**config.mk**
```make
export PLATFORM = sky130hd
export DESIGN_NAME = ptc_timer
export DESIGN_NICKNAME = d
export VERILOG_FILES = /design/src/core/ptc_pkg.sv /design/src/core/ptc_cmp16.sv /design/src/core/ptc_timer.sv
export SDC_FILE = /design/constraint.sdc
export NUM_CORES = 1
export LEC_CHECK = 0
export BUFFER_PORTS_ARGS = -buffer_cell sky130_fd_sc_hd__buf_4
export CAP_MARGIN = 20
export CORE_MARGIN = 1
export CORE_UTILIZATION = 45
export CTS_CLUSTER_DIAMETER = 50
export CTS_CLUSTER_SIZE = 12
export DETAILED_ROUTE_END_ITERATION = 16
export MAX_ROUTING_LAYER = met4
export PLACE_DENSITY = 0.64
export RECOVER_POWER = 25
export SLEW_MARGIN = 25
export SYNTH_ARGS = -nofsm -noshare
export SYNTH_HDL_FRONTEND = slang
export SYNTH_HIERARCHICAL = 1
export SYNTH_SLANG_ARGS = --single-unit
```
**constraint.sdc**
```tcl
create_clock -name core_clk -period 4.1 [get_ports core_clk]
set_clock_uncertainty 0.2 [all_clocks]
set_input_delay 0.41 -clock core_clk [delete_from_list [all_inputs] [get_ports core_clk]]
set_output_delay 0.41 -clock core_clk [all_outputs]
set_load 0.01 [all_outputs]
```
**src/core/ptc_pkg.sv**
```systemverilog
// Shared constants and types of the periodic timer control block
`default_nettype none

package ptc_pkg;

  ////////////////////////////////////////////////////////////////////////////
  // Bus and data widths
  localparam int unsigned PTC_ADDR_W = 8;   // Decoded low address bits
  localparam int unsigned PTC_DATA_W = 32;  // AHB-Lite data width
  localparam int unsigned PTC_CNT_W = 16;   // Counter and comparator width

  ////////////////////////////////////////////////////////////////////////////
  // Register byte offsets
  localparam logic [PTC_ADDR_W-1:0] PTC_OFF_CTRL0 = 8'h00;  // Counter on/off
  localparam logic [PTC_ADDR_W-1:0] PTC_OFF_CTRL1 = 8'h04;  // timer_control_one
  localparam logic [PTC_ADDR_W-1:0] PTC_OFF_CNTL = 8'h08;   // counter_low_byte
  localparam logic [PTC_ADDR_W-1:0] PTC_OFF_CNTH = 8'h0c;   // counter_high_byte
  localparam logic [PTC_ADDR_W-1:0] PTC_OFF_CMPA = 8'h10;   // compare_a_value
  localparam logic [PTC_ADDR_W-1:0] PTC_OFF_CMPP = 8'h14;   // compare_p_value
  localparam logic [PTC_ADDR_W-1:0] PTC_OFF_STAT = 8'h18;   // Match flags

  ////////////////////////////////////////////////////////////////////////////
  // Field positions
  localparam int unsigned PTC_ON_BIT = 3;      // counter_on in control zero
  localparam int unsigned PTC_FLAG_A_BIT = 0;  // match_a_flag in status
  localparam int unsigned PTC_FLAG_P_BIT = 1;  // match_p_flag in status

  ////////////////////////////////////////////////////////////////////////////
  // Reset values
  localparam logic [7:0] PTC_CTRL1_RST = 8'h00;
  localparam logic [PTC_CNT_W-1:0] PTC_CNT_RST = 16'h0000;
  localparam logic [PTC_CNT_W-1:0] PTC_CMP_RST = 16'h0000;

  ////////////////////////////////////////////////////////////////////////////
  // AHB-Lite encodings
  localparam logic [1:0] PTC_HTRANS_NONSEQ = 2'h2;
  localparam logic PTC_HRESP_OKAY = 1'b0;

  // Operating mode field encodings
  typedef enum logic [1:0] {
    PTC_MODE_CMP = 2'h0,    // Compare-match output
    PTC_MODE_UNDEF = 2'h1,  // Undefined
    PTC_MODE_PWM = 2'h2,    // PWM or single pulse
    PTC_MODE_TMR = 2'h3     // Timer/counter, pin unused
  } ptc_mode_e;

  // Pin function codes in compare-match mode
  localparam logic [1:0] PTC_CM_NONE = 2'h0;
  localparam logic [1:0] PTC_CM_LOW = 2'h1;
  localparam logic [1:0] PTC_CM_HIGH = 2'h2;
  localparam logic [1:0] PTC_CM_TOGGLE = 2'h3;

  // Pin function codes in PWM / single-pulse mode
  localparam logic [1:0] PTC_PW_INACT = 2'h0;
  localparam logic [1:0] PTC_PW_ACT = 2'h1;
  localparam logic [1:0] PTC_PW_PWM = 2'h2;
  localparam logic [1:0] PTC_PW_PULSE = 2'h3;

  // Layout of timer_control_one, bit 7 down to bit 0
  typedef struct packed {
    ptc_mode_e op_mode_sel;   // Bits 7:6
    logic [1:0] pin_func_sel; // Bits 5:4
    logic output_init_level;  // Bit 3
    logic output_invert;      // Bit 2
    logic reserved_zero;      // Bit 1, software writes zero
    logic clear_source_sel;   // Bit 0
  } ptc_ctrl1_s;

endpackage : ptc_pkg

`default_nettype wire

```
**src/core/ptc_cmp16.sv**
```systemverilog
// One 16-bit comparator of the periodic timer
`default_nettype none

module ptc_cmp16 import ptc_pkg::*; (
  input wire logic [PTC_CNT_W-1:0] cnt,
  input wire logic [PTC_CNT_W-1:0] ref_val,
  output logic next_eq,
  output logic below
);

  // Value the counter takes on its next tick; wraps to zero past all ones
  logic [PTC_CNT_W-1:0] cnt_inc;

  assign cnt_inc = PTC_CNT_W'(cnt + 16'h0001);

  // Full-width compare, so a zero reference matches exactly on overflow
  assign next_eq = (cnt_inc == ref_val);

  // Counter still below the reference, used for the duty phase
  assign below = (cnt < ref_val);

endmodule // ptc_cmp16

`default_nettype wire

```
**src/core/ptc_timer.sv**
```systemverilog
// Periodic timer control, counter and output pin with an AHB-Lite register slave
//
// Function
// [RL1] Counter-on rising edge zeroes counter, then counts
// [RL2] Counter off: stop, power down, hold value
// [RL3] Enable edge reloads pin initial level
// [RL4] Mode field bits 7:6 select operating mode
// [RL5] Software turns timer off before mode change
// [RL6] Timer/counter mode: pin unused, level bits ignored
// [RL7] Compare mode A match: none/low/high/toggle
// [RL8] PWM modes: inactive, active, PWM, single pulse
// [RL9] Requested level equal initial gives no change
// [RL10] Software changes PWM pin function only off
// [RL11] Init level bit: initial, active or pulse level
// [RL12] Invert bit set inverts the output pin
// [RL13] Software writes zero to reserved bit 1
// [RL14] Clear source: A match, else P or overflow
// [RL15] Overflow clear only with comparator P zero
// [RL16] PWM modes ignore the clear source bit
// [RL17] Counter read as low and high byte
// [RL18] Control zero bits 2:0 read zero
// [RL19] 16-bit up-counter, two full-width comparators
// [RL20] Match flags for A and P on match; no P flag while comparator A clears the counter
`default_nettype none

module ptc_timer import ptc_pkg::*; (
  input wire logic core_clk,
  input wire logic rstn,
  input wire logic hsel,
  input wire logic [31:0] haddr,
  input wire logic [1:0] htrans,
  input wire logic hwrite,
  input wire logic [2:0] hsize,
  input wire logic [31:0] hwdata,
  input wire logic hready,
  output logic [31:0] hrdata,
  output logic hreadyout,
  output logic hresp,
  input wire logic count_tick,
  output logic timer_out_pin,
  output logic timer_out_pin_oe,
  output logic timer_powered,
  output logic match_a_flag,
  output logic match_p_flag
);

  ////////////////////////////////////////////////////////////////////////////
  // Declarations

  // Bus data-phase state
  logic dp_wr_ff;                      // A write is in its data phase
  logic [PTC_ADDR_W-1:0] dp_addr_ff;   // Address of that write
  logic [PTC_DATA_W-1:0] hrdata_ff;    // Read data for the data phase

  // Software-visible state
  logic counter_on_ff;                 // Counter enable
  ptc_ctrl1_s ctrl1_ff;                // timer_control_one
  logic [PTC_CNT_W-1:0] cmp_a_ff;      // compare_a_value
  logic [PTC_CNT_W-1:0] cmp_p_ff;      // compare_p_value
  logic flag_a_ff;                     // match_a_flag, sticky
  logic flag_p_ff;                     // match_p_flag, sticky

  // Timer core state
  logic on_prev_ff;                    // counter_on one cycle ago
  logic [PTC_CNT_W-1:0] cnt_ff;        // The 16-bit up-counter
  logic out_lvl_ff;                    // Output level before inversion
  logic pin_ff;                        // Registered pin level
  logic pin_oe_ff;                     // Registered pin enable

  // Next values
  logic nxt_counter_on;
  ptc_ctrl1_s nxt_ctrl1;
  logic [PTC_CNT_W-1:0] nxt_cmp_a;
  logic [PTC_CNT_W-1:0] nxt_cmp_p;
  logic nxt_flag_a;
  logic nxt_flag_p;
  logic [PTC_CNT_W-1:0] nxt_cnt;
  logic nxt_out_lvl;
  logic nxt_pin;
  logic nxt_pin_oe;

  // Bus decode
  logic ap_take;                       // Address phase accepted
  logic ap_read;                       // Accepted phase is a read
  logic [PTC_ADDR_W-1:0] ap_addr;      // Decoded address bits
  logic [PTC_DATA_W-1:0] rd_mux;       // Read data selected by address
  logic wr_ctrl0;
  logic wr_ctrl1;
  logic wr_cmpa;
  logic wr_cmpp;
  logic wr_stat;

  // Core decode
  ptc_mode_e mode;
  logic on_rise;                       // counter_on went from zero to one
  logic cnt_run;                       // Counter advances this cycle
  logic a_eq;                          // Next count equals compare_a_value
  logic p_eq;                          // Next count equals compare_p_value
  logic a_below;                       // Count still below compare_a_value
  logic a_hit;                         // Comparator A match event
  logic p_hit;                         // Comparator P match event
  logic clr_by_a;                      // Counter clears on A instead of P
  logic clr_now;                       // Counter clears this tick
  logic cm_lvl;                        // Compare-mode level after an A match
  logic pw_lvl;                        // PWM-mode level this cycle
  logic a_nonzero;                     // compare_a_value is not zero

  ////////////////////////////////////////////////////////////////////////////
  // AHB-Lite slave decode

  // Zero wait states and always OKAY; no access is ever stretched
  assign hreadyout = 1'b1;
  assign hresp = PTC_HRESP_OKAY;
  assign hrdata = hrdata_ff;

  // Only NONSEQ and SEQ transfers are taken; hsize is not checked, words only
  assign ap_take = hsel & hready & htrans[1];
  assign ap_read = ap_take & ~hwrite;
  assign ap_addr = haddr[PTC_ADDR_W-1:0];

  // Write strobes act in the data phase, when hwdata is valid
  assign wr_ctrl0 = dp_wr_ff & (dp_addr_ff == PTC_OFF_CTRL0);
  assign wr_ctrl1 = dp_wr_ff & (dp_addr_ff == PTC_OFF_CTRL1);
  assign wr_cmpa = dp_wr_ff & (dp_addr_ff == PTC_OFF_CMPA);
  assign wr_cmpp = dp_wr_ff & (dp_addr_ff == PTC_OFF_CMPP);
  assign wr_stat = dp_wr_ff & (dp_addr_ff == PTC_OFF_STAT);

  // Read data mux; unmapped addresses read zero
  always_comb begin
    rd_mux = '0;
    case (ap_addr)
      PTC_OFF_CTRL0: begin
        rd_mux[PTC_ON_BIT] = counter_on_ff;       // Bits 2:0 stay zero [RL18]
      end
      PTC_OFF_CTRL1: begin
        rd_mux[7:0] = ctrl1_ff;
      end
      PTC_OFF_CNTL: begin
        rd_mux[7:0] = cnt_ff[7:0];                // [RL17]
      end
      PTC_OFF_CNTH: begin
        rd_mux[7:0] = cnt_ff[15:8];               // [RL17]
      end
      PTC_OFF_CMPA: begin
        rd_mux[PTC_CNT_W-1:0] = cmp_a_ff;
      end
      PTC_OFF_CMPP: begin
        rd_mux[PTC_CNT_W-1:0] = cmp_p_ff;
      end
      PTC_OFF_STAT: begin
        rd_mux[PTC_FLAG_A_BIT] = flag_a_ff;
        rd_mux[PTC_FLAG_P_BIT] = flag_p_ff;
      end
      default: begin
        rd_mux = '0;
      end
    endcase
  end

  ////////////////////////////////////////////////////////////////////////////
  // Register file next values

  // A new enable write takes effect one cycle after the data phase
  assign nxt_counter_on = wr_ctrl0 ? hwdata[PTC_ON_BIT] : counter_on_ff;

  // Mode changes while running are not blocked; software stops first [RL5] [RL10]
  // The reserved bit is stored as written; software keeps it zero [RL13]
  assign nxt_ctrl1 = wr_ctrl1 ? ptc_ctrl1_s'(hwdata[7:0]) : ctrl1_ff;

  assign nxt_cmp_a = wr_cmpa ? hwdata[PTC_CNT_W-1:0] : cmp_a_ff;
  assign nxt_cmp_p = wr_cmpp ? hwdata[PTC_CNT_W-1:0] : cmp_p_ff;

  // Write one to clear; a match in the same cycle wins over the clear
  assign nxt_flag_a = a_hit | (flag_a_ff & ~(wr_stat & hwdata[PTC_FLAG_A_BIT]));
  assign nxt_flag_p = (p_hit & ~clr_by_a) |
                      (flag_p_ff & ~(wr_stat & hwdata[PTC_FLAG_P_BIT])); // [RL20]

  ////////////////////////////////////////////////////////////////////////////
  // Comparators

  // Comparator A: clear, flag and pin events, plus the PWM duty phase
  ptc_cmp16 u_cmp_a (
    .cnt(cnt_ff),
    .ref_val(cmp_a_ff),
    .next_eq(a_eq),
    .below(a_below)
  ); // [RL19]

  // Comparator P: period; a zero value matches on the overflow wrap
  ptc_cmp16 u_cmp_p (
    .cnt(cnt_ff),
    .ref_val(cmp_p_ff),
    .next_eq(p_eq),
    .below()
  ); // [RL19]

  ////////////////////////////////////////////////////////////////////////////
  // Counter control

  assign mode = ctrl1_ff.op_mode_sel;                      // [RL4]
  assign on_rise = counter_on_ff & ~on_prev_ff;

  // Off means no counting at all; ticks are dropped, not stored [RL2]
  assign cnt_run = counter_on_ff & ~on_rise & count_tick;

  // A zero compare_a_value never raises an A match
  assign a_nonzero = (cmp_a_ff != PTC_CMP_RST);
  assign a_hit = cnt_run & a_eq & a_nonzero;

  // P match; with compare_p_value zero this is exactly the overflow [RL15]
  assign p_hit = cnt_run & p_eq;

  // The clear source bit only counts outside the PWM modes [RL14] [RL16]
  assign clr_by_a = ctrl1_ff.clear_source_sel & (mode != PTC_MODE_PWM);
  assign clr_now = clr_by_a ? a_hit : p_hit;                // [RL14]

  // Enable edge zeroes; a clear event loads zero instead of the increment
  always_comb begin
    nxt_cnt = cnt_ff;                                       // Hold while off [RL2]
    if (on_rise) begin
      nxt_cnt = PTC_CNT_RST;                                // [RL1]
    end else if (cnt_run) begin
      if (clr_now) begin
        nxt_cnt = PTC_CNT_RST;
      end else begin
        nxt_cnt = PTC_CNT_W'(cnt_ff + 16'h0001);            // [RL19]
      end
    end
  end

  ////////////////////////////////////////////////////////////////////////////
  // Output level

  // Level after an A match in compare mode; equal levels show no change [RL9]
  always_comb begin
    case (ctrl1_ff.pin_func_sel)
      PTC_CM_NONE: begin
        cm_lvl = out_lvl_ff;
      end
      PTC_CM_LOW: begin
        cm_lvl = 1'b0;
      end
      PTC_CM_HIGH: begin
        cm_lvl = 1'b1;
      end
      PTC_CM_TOGGLE: begin
        cm_lvl = ~out_lvl_ff;
      end
      default: begin
        cm_lvl = out_lvl_ff;
      end
    endcase
  end

  // Active while the count is below compare_a_value; A at or past P gives 100 %
  assign pw_lvl = a_below ? ctrl1_ff.output_init_level : ~ctrl1_ff.output_init_level;

  // Next output level per mode
  always_comb begin
    nxt_out_lvl = out_lvl_ff;
    case (mode)
      PTC_MODE_CMP: begin
        if (on_rise) begin
          nxt_out_lvl = ctrl1_ff.output_init_level;         // [RL3] [RL11]
        end else if (a_hit) begin
          nxt_out_lvl = cm_lvl;                             // [RL7]
        end
      end
      PTC_MODE_PWM: begin
        case (ctrl1_ff.pin_func_sel)
          PTC_PW_INACT: begin
            nxt_out_lvl = ~ctrl1_ff.output_init_level;      // [RL8]
          end
          PTC_PW_ACT: begin
            nxt_out_lvl = ctrl1_ff.output_init_level;       // [RL8]
          end
          PTC_PW_PWM: begin
            // Level only moves while running, so a stopped PWM freezes
            if (on_rise) begin
              nxt_out_lvl = ctrl1_ff.output_init_level;     // [RL3]
            end else if (counter_on_ff) begin
              nxt_out_lvl = pw_lvl;                         // [RL8] [RL11]
            end
          end
          PTC_PW_PULSE: begin
            // The pulse starts at enable and ends at the first A match
            if (on_rise) begin
              nxt_out_lvl = ctrl1_ff.output_init_level;     // [RL3] [RL11]
            end else if (a_hit) begin
              nxt_out_lvl = ~ctrl1_ff.output_init_level;    // [RL8]
            end
          end
          default: begin
            nxt_out_lvl = out_lvl_ff;
          end
        endcase
      end
      default: begin
        nxt_out_lvl = out_lvl_ff;                           // Level bits ignored [RL6]
      end
    endcase
  end

  // Pin is driven only in compare and PWM modes; polarity applied last
  assign nxt_pin_oe = (mode == PTC_MODE_CMP) | (mode == PTC_MODE_PWM);  // [RL6]
  assign nxt_pin = nxt_pin_oe & (out_lvl_ff ^ ctrl1_ff.output_invert); // [RL12]

  ////////////////////////////////////////////////////////////////////////////
  // Outputs

  assign timer_out_pin = pin_ff;
  assign timer_out_pin_oe = pin_oe_ff;
  assign timer_powered = counter_on_ff;                     // Power down when off [RL2]
  assign match_a_flag = flag_a_ff;
  assign match_p_flag = flag_p_ff;

  ////////////////////////////////////////////////////////////////////////////
  // Flip-flops

  // Bus data-phase capture and registered read data
  always_ff @(posedge core_clk or negedge rstn) begin
    if (!rstn) begin
      dp_wr_ff <= 1'b0;
      dp_addr_ff <= '0;
      hrdata_ff <= '0;
    end else begin
      dp_wr_ff <= ap_take & hwrite;
      dp_addr_ff <= ap_addr;
      hrdata_ff <= ap_read ? rd_mux : hrdata_ff;
    end
  end

  // Software registers
  always_ff @(posedge core_clk or negedge rstn) begin
    if (!rstn) begin
      counter_on_ff <= 1'b0;
      ctrl1_ff <= ptc_ctrl1_s'(PTC_CTRL1_RST);
      cmp_a_ff <= PTC_CMP_RST;
      cmp_p_ff <= PTC_CMP_RST;
      flag_a_ff <= 1'b0;
      flag_p_ff <= 1'b0;
    end else begin
      counter_on_ff <= nxt_counter_on;
      ctrl1_ff <= nxt_ctrl1;
      cmp_a_ff <= nxt_cmp_a;
      cmp_p_ff <= nxt_cmp_p;
      flag_a_ff <= nxt_flag_a;
      flag_p_ff <= nxt_flag_p;
    end
  end

  // Timer core
  always_ff @(posedge core_clk or negedge rstn) begin
    if (!rstn) begin
      on_prev_ff <= 1'b0;
      cnt_ff <= PTC_CNT_RST;
      out_lvl_ff <= 1'b0;
      pin_ff <= 1'b0;
      pin_oe_ff <= 1'b0;
    end else begin
      on_prev_ff <= counter_on_ff;
      cnt_ff <= nxt_cnt;
      out_lvl_ff <= nxt_out_lvl;
      pin_ff <= nxt_pin;
      pin_oe_ff <= nxt_pin_oe;
    end
  end

endmodule // ptc_timer

`default_nettype wire

```
==> results of run 1 <==
[cell type report]
class / count / share of cell area (%)
sequential: 88 / 33.33
multi-input combinational: 444 / 49.94
inverter: 25 / 1.420
clock buffer: 12 / 3.883
tap: 172 / 3.258
clock inverter: 4 / 1.155
timing repair buffer: 73 / 7.008
[stage by stage]
| stage | hold WS, ps | area, um^2 |
|---|---|---|
| 2_1_floorplan | -85.59 | 5874 |
| 4_1_cts | 75.61 | 6699 |
| 3_5_place_dp | 252.4 | 6306 |
| 6_report | 97.23 | 6606 |
| 3_3_place_gp | 261.0 | 6306 |
| 5_1_grt | 94.87 | 6606 |
[cells in the final DEF (no fill, tap or decap), types with 6 or more instances in the layout]
cell type       n
nor3_1         10
a31oi_1        13
clkbuf_1       28
a21oi_1        13
and3_1          8
conb_1         18
xor2_1         23
inv_1          25
nor2_1         20
mux2i_1         8
xnor2_1        20
nand3_1        22
nor2b_1         9
buf_4          37
dlygate4sd3_1   6
ha_1           20
nor4_2          6
nand4_1        22
dfrtp_1        88
a22oi_1        10
nor3b_1         8
nand2_1        44
mux2_2         46
and4_1         10
o21ai_0        27
or4_1           6
clkbuf_16       9
[power breakdown]
group          total [mW]  internal (mW)  switching (mW)
Clock               0.909          0.568           0.341
Combinational       0.228          0.103           0.124
Sequential          0.952          0.903          0.0496
[sequential cells by signal, summed over array words and instances (netlist names), 2 cells and up]
name / flops
cmp_a_ff: 16
cmp_p_ff: 16
cnt_ff: 16
ctrl1_ff: 6
dp_addr_ff: 8
hrdata: 16
mode: 2
[worst reg2reg max path, stage by stage (launching register included)]
cell	delay [ps]
dfrtp_1	770
and3_1	410
and4_1	220
o211ai_1	90
or4_1	550
nor4_2	400
a21boi_2	370
a211oi_4	110
and3_2	220
a221o_2	290
[path summary, 6_finish.rpt]
check,start,to,slack (ps),cells past startpoint
worst max-delay path,cnt_ff[2]$_DFFE_PN0P_,cnt_ff[12]$_DFFE_PN0P_,370,9
worst min-delay path,hwdata[14],cmp_a_ff[14]$_DFFE_PN0P_,100,2
min in group asynchronous,rstn,cnt_ff[12]$_DFFE_PN0P_,780,2
worst max register to register,cnt_ff[2]$_DFFE_PN0P_,cnt_ff[12]$_DFFE_PN0P_,370,9
worst min register to register,mode[0]$_DFFE_PN0P_,timer_out_pin$_DFF_PN0_,260,1
max in group asynchronous,rstn,hrdata[3]$_DFFE_PN0P_,1780,3
[layer usage]
metal | vias to the layer above | routed length [um] | global-route usage [%]
met5 | - | 0 | -
met4 | 0 | 286 | 8.718
met3 | 22 | 732 | 3.923
met2 | 156 | 7325 | 38.84
met1 | 2358 | 6890 | 32.03
li1 | 2233 | - | -
==> reports/summary.txt, run 1 <==
Htree depth -> 3
Setup bufs post-CTS -> 0
Place WS -> 389.0 ps
Utilization after layout -> 52.35%
Core Region -> 12620 um^2
Mapped Area -> 5814 um^2
Port buffer count -> 51
Fillers -> 1205
Unrepaired setup endpoints after global routing -> no
Clock latency on the worst-skew pair -> 350 ps
Vias per std cell -> 5.830
Post-Synthesis Cells -> 583
Starting Density -> 46.07%
Reg area -> 2202 um^2
Fin cells -> 818
# hold bufs at CTS -> 6
Clock sink total -> 88
Clk buf depth -> 2
Clock Tree Root -> clkbuf_16
Relative slew slack -> -2.335%
DRC viols -> 0
Total power -> 2.089 mW
Final HPWL DP -> 11.13 mm
Drt wl/cell -> 18.62 um
Critical path, cell by cell -> and3_1 > and4_1 > o211ai_1 > or4_1 > nor4_2 > a21boi_2 > a211oi_4 > and3_2 > a221o_2
Worst Hold Class -> in -> reg
Setup TNS -> 0 ps
IO Pins -> 114
Iter 0 DRT Violations -> 282
Synthesized area per cell -> 9.973 um^2
Final Critical Period -> 3729 ps
Clk slew on worst S/H paths -> 60 ps
Slowest stage delay, CP -> 770 ps
Die area -> 13380 um^2
CP Capture Type -> flip-flop
Status -> finished, violations left
Required @ worst endpoint -> 4140 ps
Setup slack after layout -> 370.8 ps
Ant. Diodes -> 0
GRT Residual Overflow -> 0
Fin. Hold Viols -> 0
Worst Tran Pin Value -> 1535 ps
CTS tree -> done
Layout cells sized above 1 -> 19.50%
Multi-input gate area -> 3299 um^2
Final nets -> 736
Chip height -> 115.7 um
Worst Path Max Fanout -> 24
Max VDD drop -> 292.8 uV
CP top delay family -> simple AND/OR/NAND/NOR gates
Initial antenna violation count -> 0
Yosys Warn Count -> 6
Fin crit share -> 90.96%
Number of global-route vias before repair -> 4500
Largest net degree at the start of global routing -> 63
Vias post-DR -> 4769
Final setup violation count -> 0
Failing checks -> max-capacitance violations, max-slew violations
Final GP Congestion -> 0.9044
Max-cap violations -> 1
Crit-path slowest cell -> dfrtp_1
WP buf/inv -> 0
Num rows -> 41
Drt pass-1 iters -> 7
Post-CTS sizing -> 0
Area delta synth->final -> 13.62%
CTS buffer count -> 9
Total wire length -> 15.23 mm
Gr usage total -> 24.59%
Pwr dens -> 316.2 nW/um^2
F_max -> 0.2682 GHz
Die width -> 115.7 um
Setup CP Type -> reg -> reg
Placed cells -> 795
Routed Antenna Nets -> 0
Pins Over Slew Limit -> 63
LEAKAGE -> 2.813 nW
Worst setup SP type -> flip-flop
Critical Path AT -> 3770 ps
Global-route wire length before repair -> 23.87 mm
No activity file was read; power rests on OpenSTA's default activity.
==> inputs of run 2 (changes only) <==
--- a/config.mk
+++ b/config.mk
@@ -13,10 +13,9 @@
 export CTS_CLUSTER_SIZE = 12
 export DETAILED_ROUTE_END_ITERATION = 16
 export MAX_ROUTING_LAYER = met4
-export PLACE_DENSITY = 0.64
+export PLACE_DENSITY = 0.65
 export RECOVER_POWER = 25
 export SLEW_MARGIN = 25
 export SYNTH_ARGS = -nofsm -noshare
 export SYNTH_HDL_FRONTEND = slang
-export SYNTH_HIERARCHICAL = 1
 export SYNTH_SLANG_ARGS = --single-unit
==> reports/summary.txt, run 2 <==
Status -> finished, violations left
Failing checks -> max-capacitance violations, max-slew violations
Drt pass-1 iters -> 5
LEAKAGE -> 2.807 nW
Reg2reg setup slack -> 570 ps
Number of synthesized flops with an enable pin -> 0
Worst Tran Pin Value -> 1636 ps
Critical Path AT -> 3570 ps
Relative slew slack -> -9.089%
Worst Reg-to-Reg Cells -> 9
Utilization after layout -> 52.30%
Core Region -> 12010 um^2
CP Capture Type -> flip-flop
Initial antenna violation count -> 0
Pins Over Slew Limit -> 68
Required @ worst endpoint -> 4140 ps
Synthesized area per cell -> 9.594 um^2
CP startpoint -> cnt_ff[2]$_DFFE_PN0P_
Most common library cells after synthesis -> dfrtp_1, nand2_1, o21ai_0
Asr flop ratio synth -> 100.0%
Total wire length -> 15.56 mm
Port buffer count -> 51
Reg-to-Reg Start -> cnt_ff[2]$_DFFE_PN0P_
Clk slew on worst S/H paths -> 70 ps
Clock Tree Root -> clkbuf_16
DRC viols -> 0
CTS tree -> done
Post-Synth Simple-Gate Area -> 18.61%
Area contributors post-synth -> dfrtp_1, mux2_2, o21ai_0, nand2_1, ha_1
Number of global-route vias before repair -> 4501
Path length in cells of the critical path -> 9
Final GP Congestion -> 0.9488
Synth cell types -> 68
Total power -> 1.972 mW
WP buf/inv -> 1
Place WS -> 625.5 ps
Die width -> 113.0 um
Layout cells sized above 1 -> 15.62%
Iter 0 DRT Violations -> 345
Ant. Diodes -> 0
Clock sink total -> 88
Post-Synthesis Cells -> 578
Crit path to -> cnt_ff[3]$_DFFE_PN0P_
Synth area leader -> dfrtp_1
Die area -> 12770 um^2
Global-route wire length before repair -> 24.77 mm
Num rows -> 40
Final nets -> 721
Worst Hold Class -> in -> reg
Clk buf depth -> 2
Max-cap violations -> 1
Fin crit share -> 86.16%
Post-synth top area share -> 39.71%
Pwr dens -> 313.9 nW/um^2
F_max -> 0.2831 GHz
Post-Synth XOR/XNOR Area -> 6.679%
Reg-to-reg endpoint -> cnt_ff[3]$_DFFE_PN0P_
Post-synthesis mux area share -> 7.265%
GRT Residual Overflow -> 0
Setup bufs post-CTS -> 0
Worst setup SP type -> flip-flop
Gr usage total -> 26.46%
Synth Area in Compound Gates -> 16.36%
CP top delay family -> simple AND/OR/NAND/NOR gates
Yosys Warn Count -> 0
Count leader, synth -> dfrtp_1
Critical path, cell by cell -> nand2_4 > nor4_1 > mux2_2 > a311oi_1 > nand4_1 > and4bb_1 > buf_4 > nor4_1 > a211o_1
Htree depth -> 3
IO Pins -> 114
Max VDD drop -> 179.0 uV
Sequential area share after synthesis -> 39.71%
Final Critical Period -> 3533 ps
Clock latency on the worst-skew pair -> 350 ps
Setup slack after layout -> 567.3 ps
Final HPWL DP -> 11.36 mm
Mapped Area -> 5545 um^2
Vias post-DR -> 4657
Worst Path Max Fanout -> 18
Unrepaired setup endpoints after global routing -> no
Routed Antenna Nets -> 0
Register bit count reported by yosys -> 88
Slowest stage delay, CP -> 720 ps
CTS buffer count -> 9
Most Frequent Cell on Critical Path -> nor4_1
Chip height -> 113.0 um
Synthesized-area fraction occupied by adder cells -> 3.836%
Main combinational cell family by area after synthesis -> simple AND/OR/NAND/NOR gates
Crit-path slowest cell -> dfrtp_1
Final setup violation count -> 0
Largest net degree at the start of global routing -> 68
Fin. Hold Viols -> 0
Drt wl/cell -> 19.92 um
Commonest non-fill, non-tap cell in the layout -> dfrtp_1
Most frequent cells in the layout -> dfrtp_1, nand2_1, o21ai_0
Setup TNS -> 0 ps
Vias per std cell -> 5.963
Area delta synth->final -> 13.29%
Setup CP Type -> reg -> reg
Synth Flop Type -> dfrtp_1
Starting Density -> 46.17%
run 2: tightest hold or removal path: cells and delay by family:
kind | cells | cell delay (ps)
AOI/OAI and AO/OA | 1 | 50
buffers and inverters | 1 | 90
and+or+nand+nor | 1 | 40
run 2: cell type report:
| type | count | area [um^2] |
|---|---|---|
| repair buffers | 73 | 457.9 |
| well taps | 147 | 183.9 |
| flip-flops and latches | 88 | 2202 |
| fillers | 1156 | 5729 |
| inverters | 26 | 97.59 |
| multi-input cells | 431 | 3002 |
| clock buffers | 11 | 252.7 |
| clock inverters | 5 | 86.33 |
run 2: cells by family after synthesis:
kind of cell,Yosys count
AOI/OAI and AO/OA,142
and+or+nand+nor,182
adders and majority gates,17
other,2
DFF,88
buffers and inverters,75
muxes,37
xor gates and xnor gates,35
run 2: what timing repair did:
item,in CTS,in global routing
endpoints found under the setup margin,0,0
hold endpoints to repair,8,0
resized for setup,0,0
hold buffers,7,0
run 2: worst min path at each step:
stage / slack (ps) / cells after the start / endpoint / start
after floorplan: -90 / 0 / cmp_a_ff[0]$_DFFE_PN0P_ / rstn
after global placement: 260 / 2 / hrdata[15]$_DFFE_PN0P_ / hrdata[15]$_DFFE_PN0P_
after detailed placement: 270 / 2 / hrdata[15]$_DFFE_PN0P_ / hrdata[15]$_DFFE_PN0P_
after CTS: 20 / 1 / dp_addr_ff[4]$_DFF_PN0_ / haddr[4]
after global routing: 90 / 3 / cmp_a_ff[12]$_DFFE_PN0P_ / hwdata[12]
final: 70 / 3 / cmp_a_ff[10]$_DFFE_PN0P_ / hwdata[10]
run 2: where the power goes:
| part | total, mW | switching (mW) | internal, mW |
|---|---|---|---|
| combinational | 0.117 | 0.0673 | 0.0502 |
| sequential | 0.910 | 0.0248 | 0.886 |
| clock | 0.944 | 0.372 | 0.572 |
| total | 1.97 | 0.464 | 1.51 |
run 2: per-layer routing:
metal	vias up	GRT usage, %	part of all wire (%)
met5	-	-	0
met4	0	6.754	1.5
met3	19	5.838	6.5
met2	156	41.88	47
met1	2331	34.48	45
li1	2151	-	-
run 2: through the flow:
stage / instance area, um^2 / std cells / hold slack [ps]
after global routing: 6282 / 781 / 87.77
after CTS: 6382 / 780 / 19.75
after detailed placement: 5973 / 757 / 271.4
final: 6282 / 781 / 65.72
after global placement: 5973 / 757 / 264.2
after floorplan: 5605 / 594 / -85.59
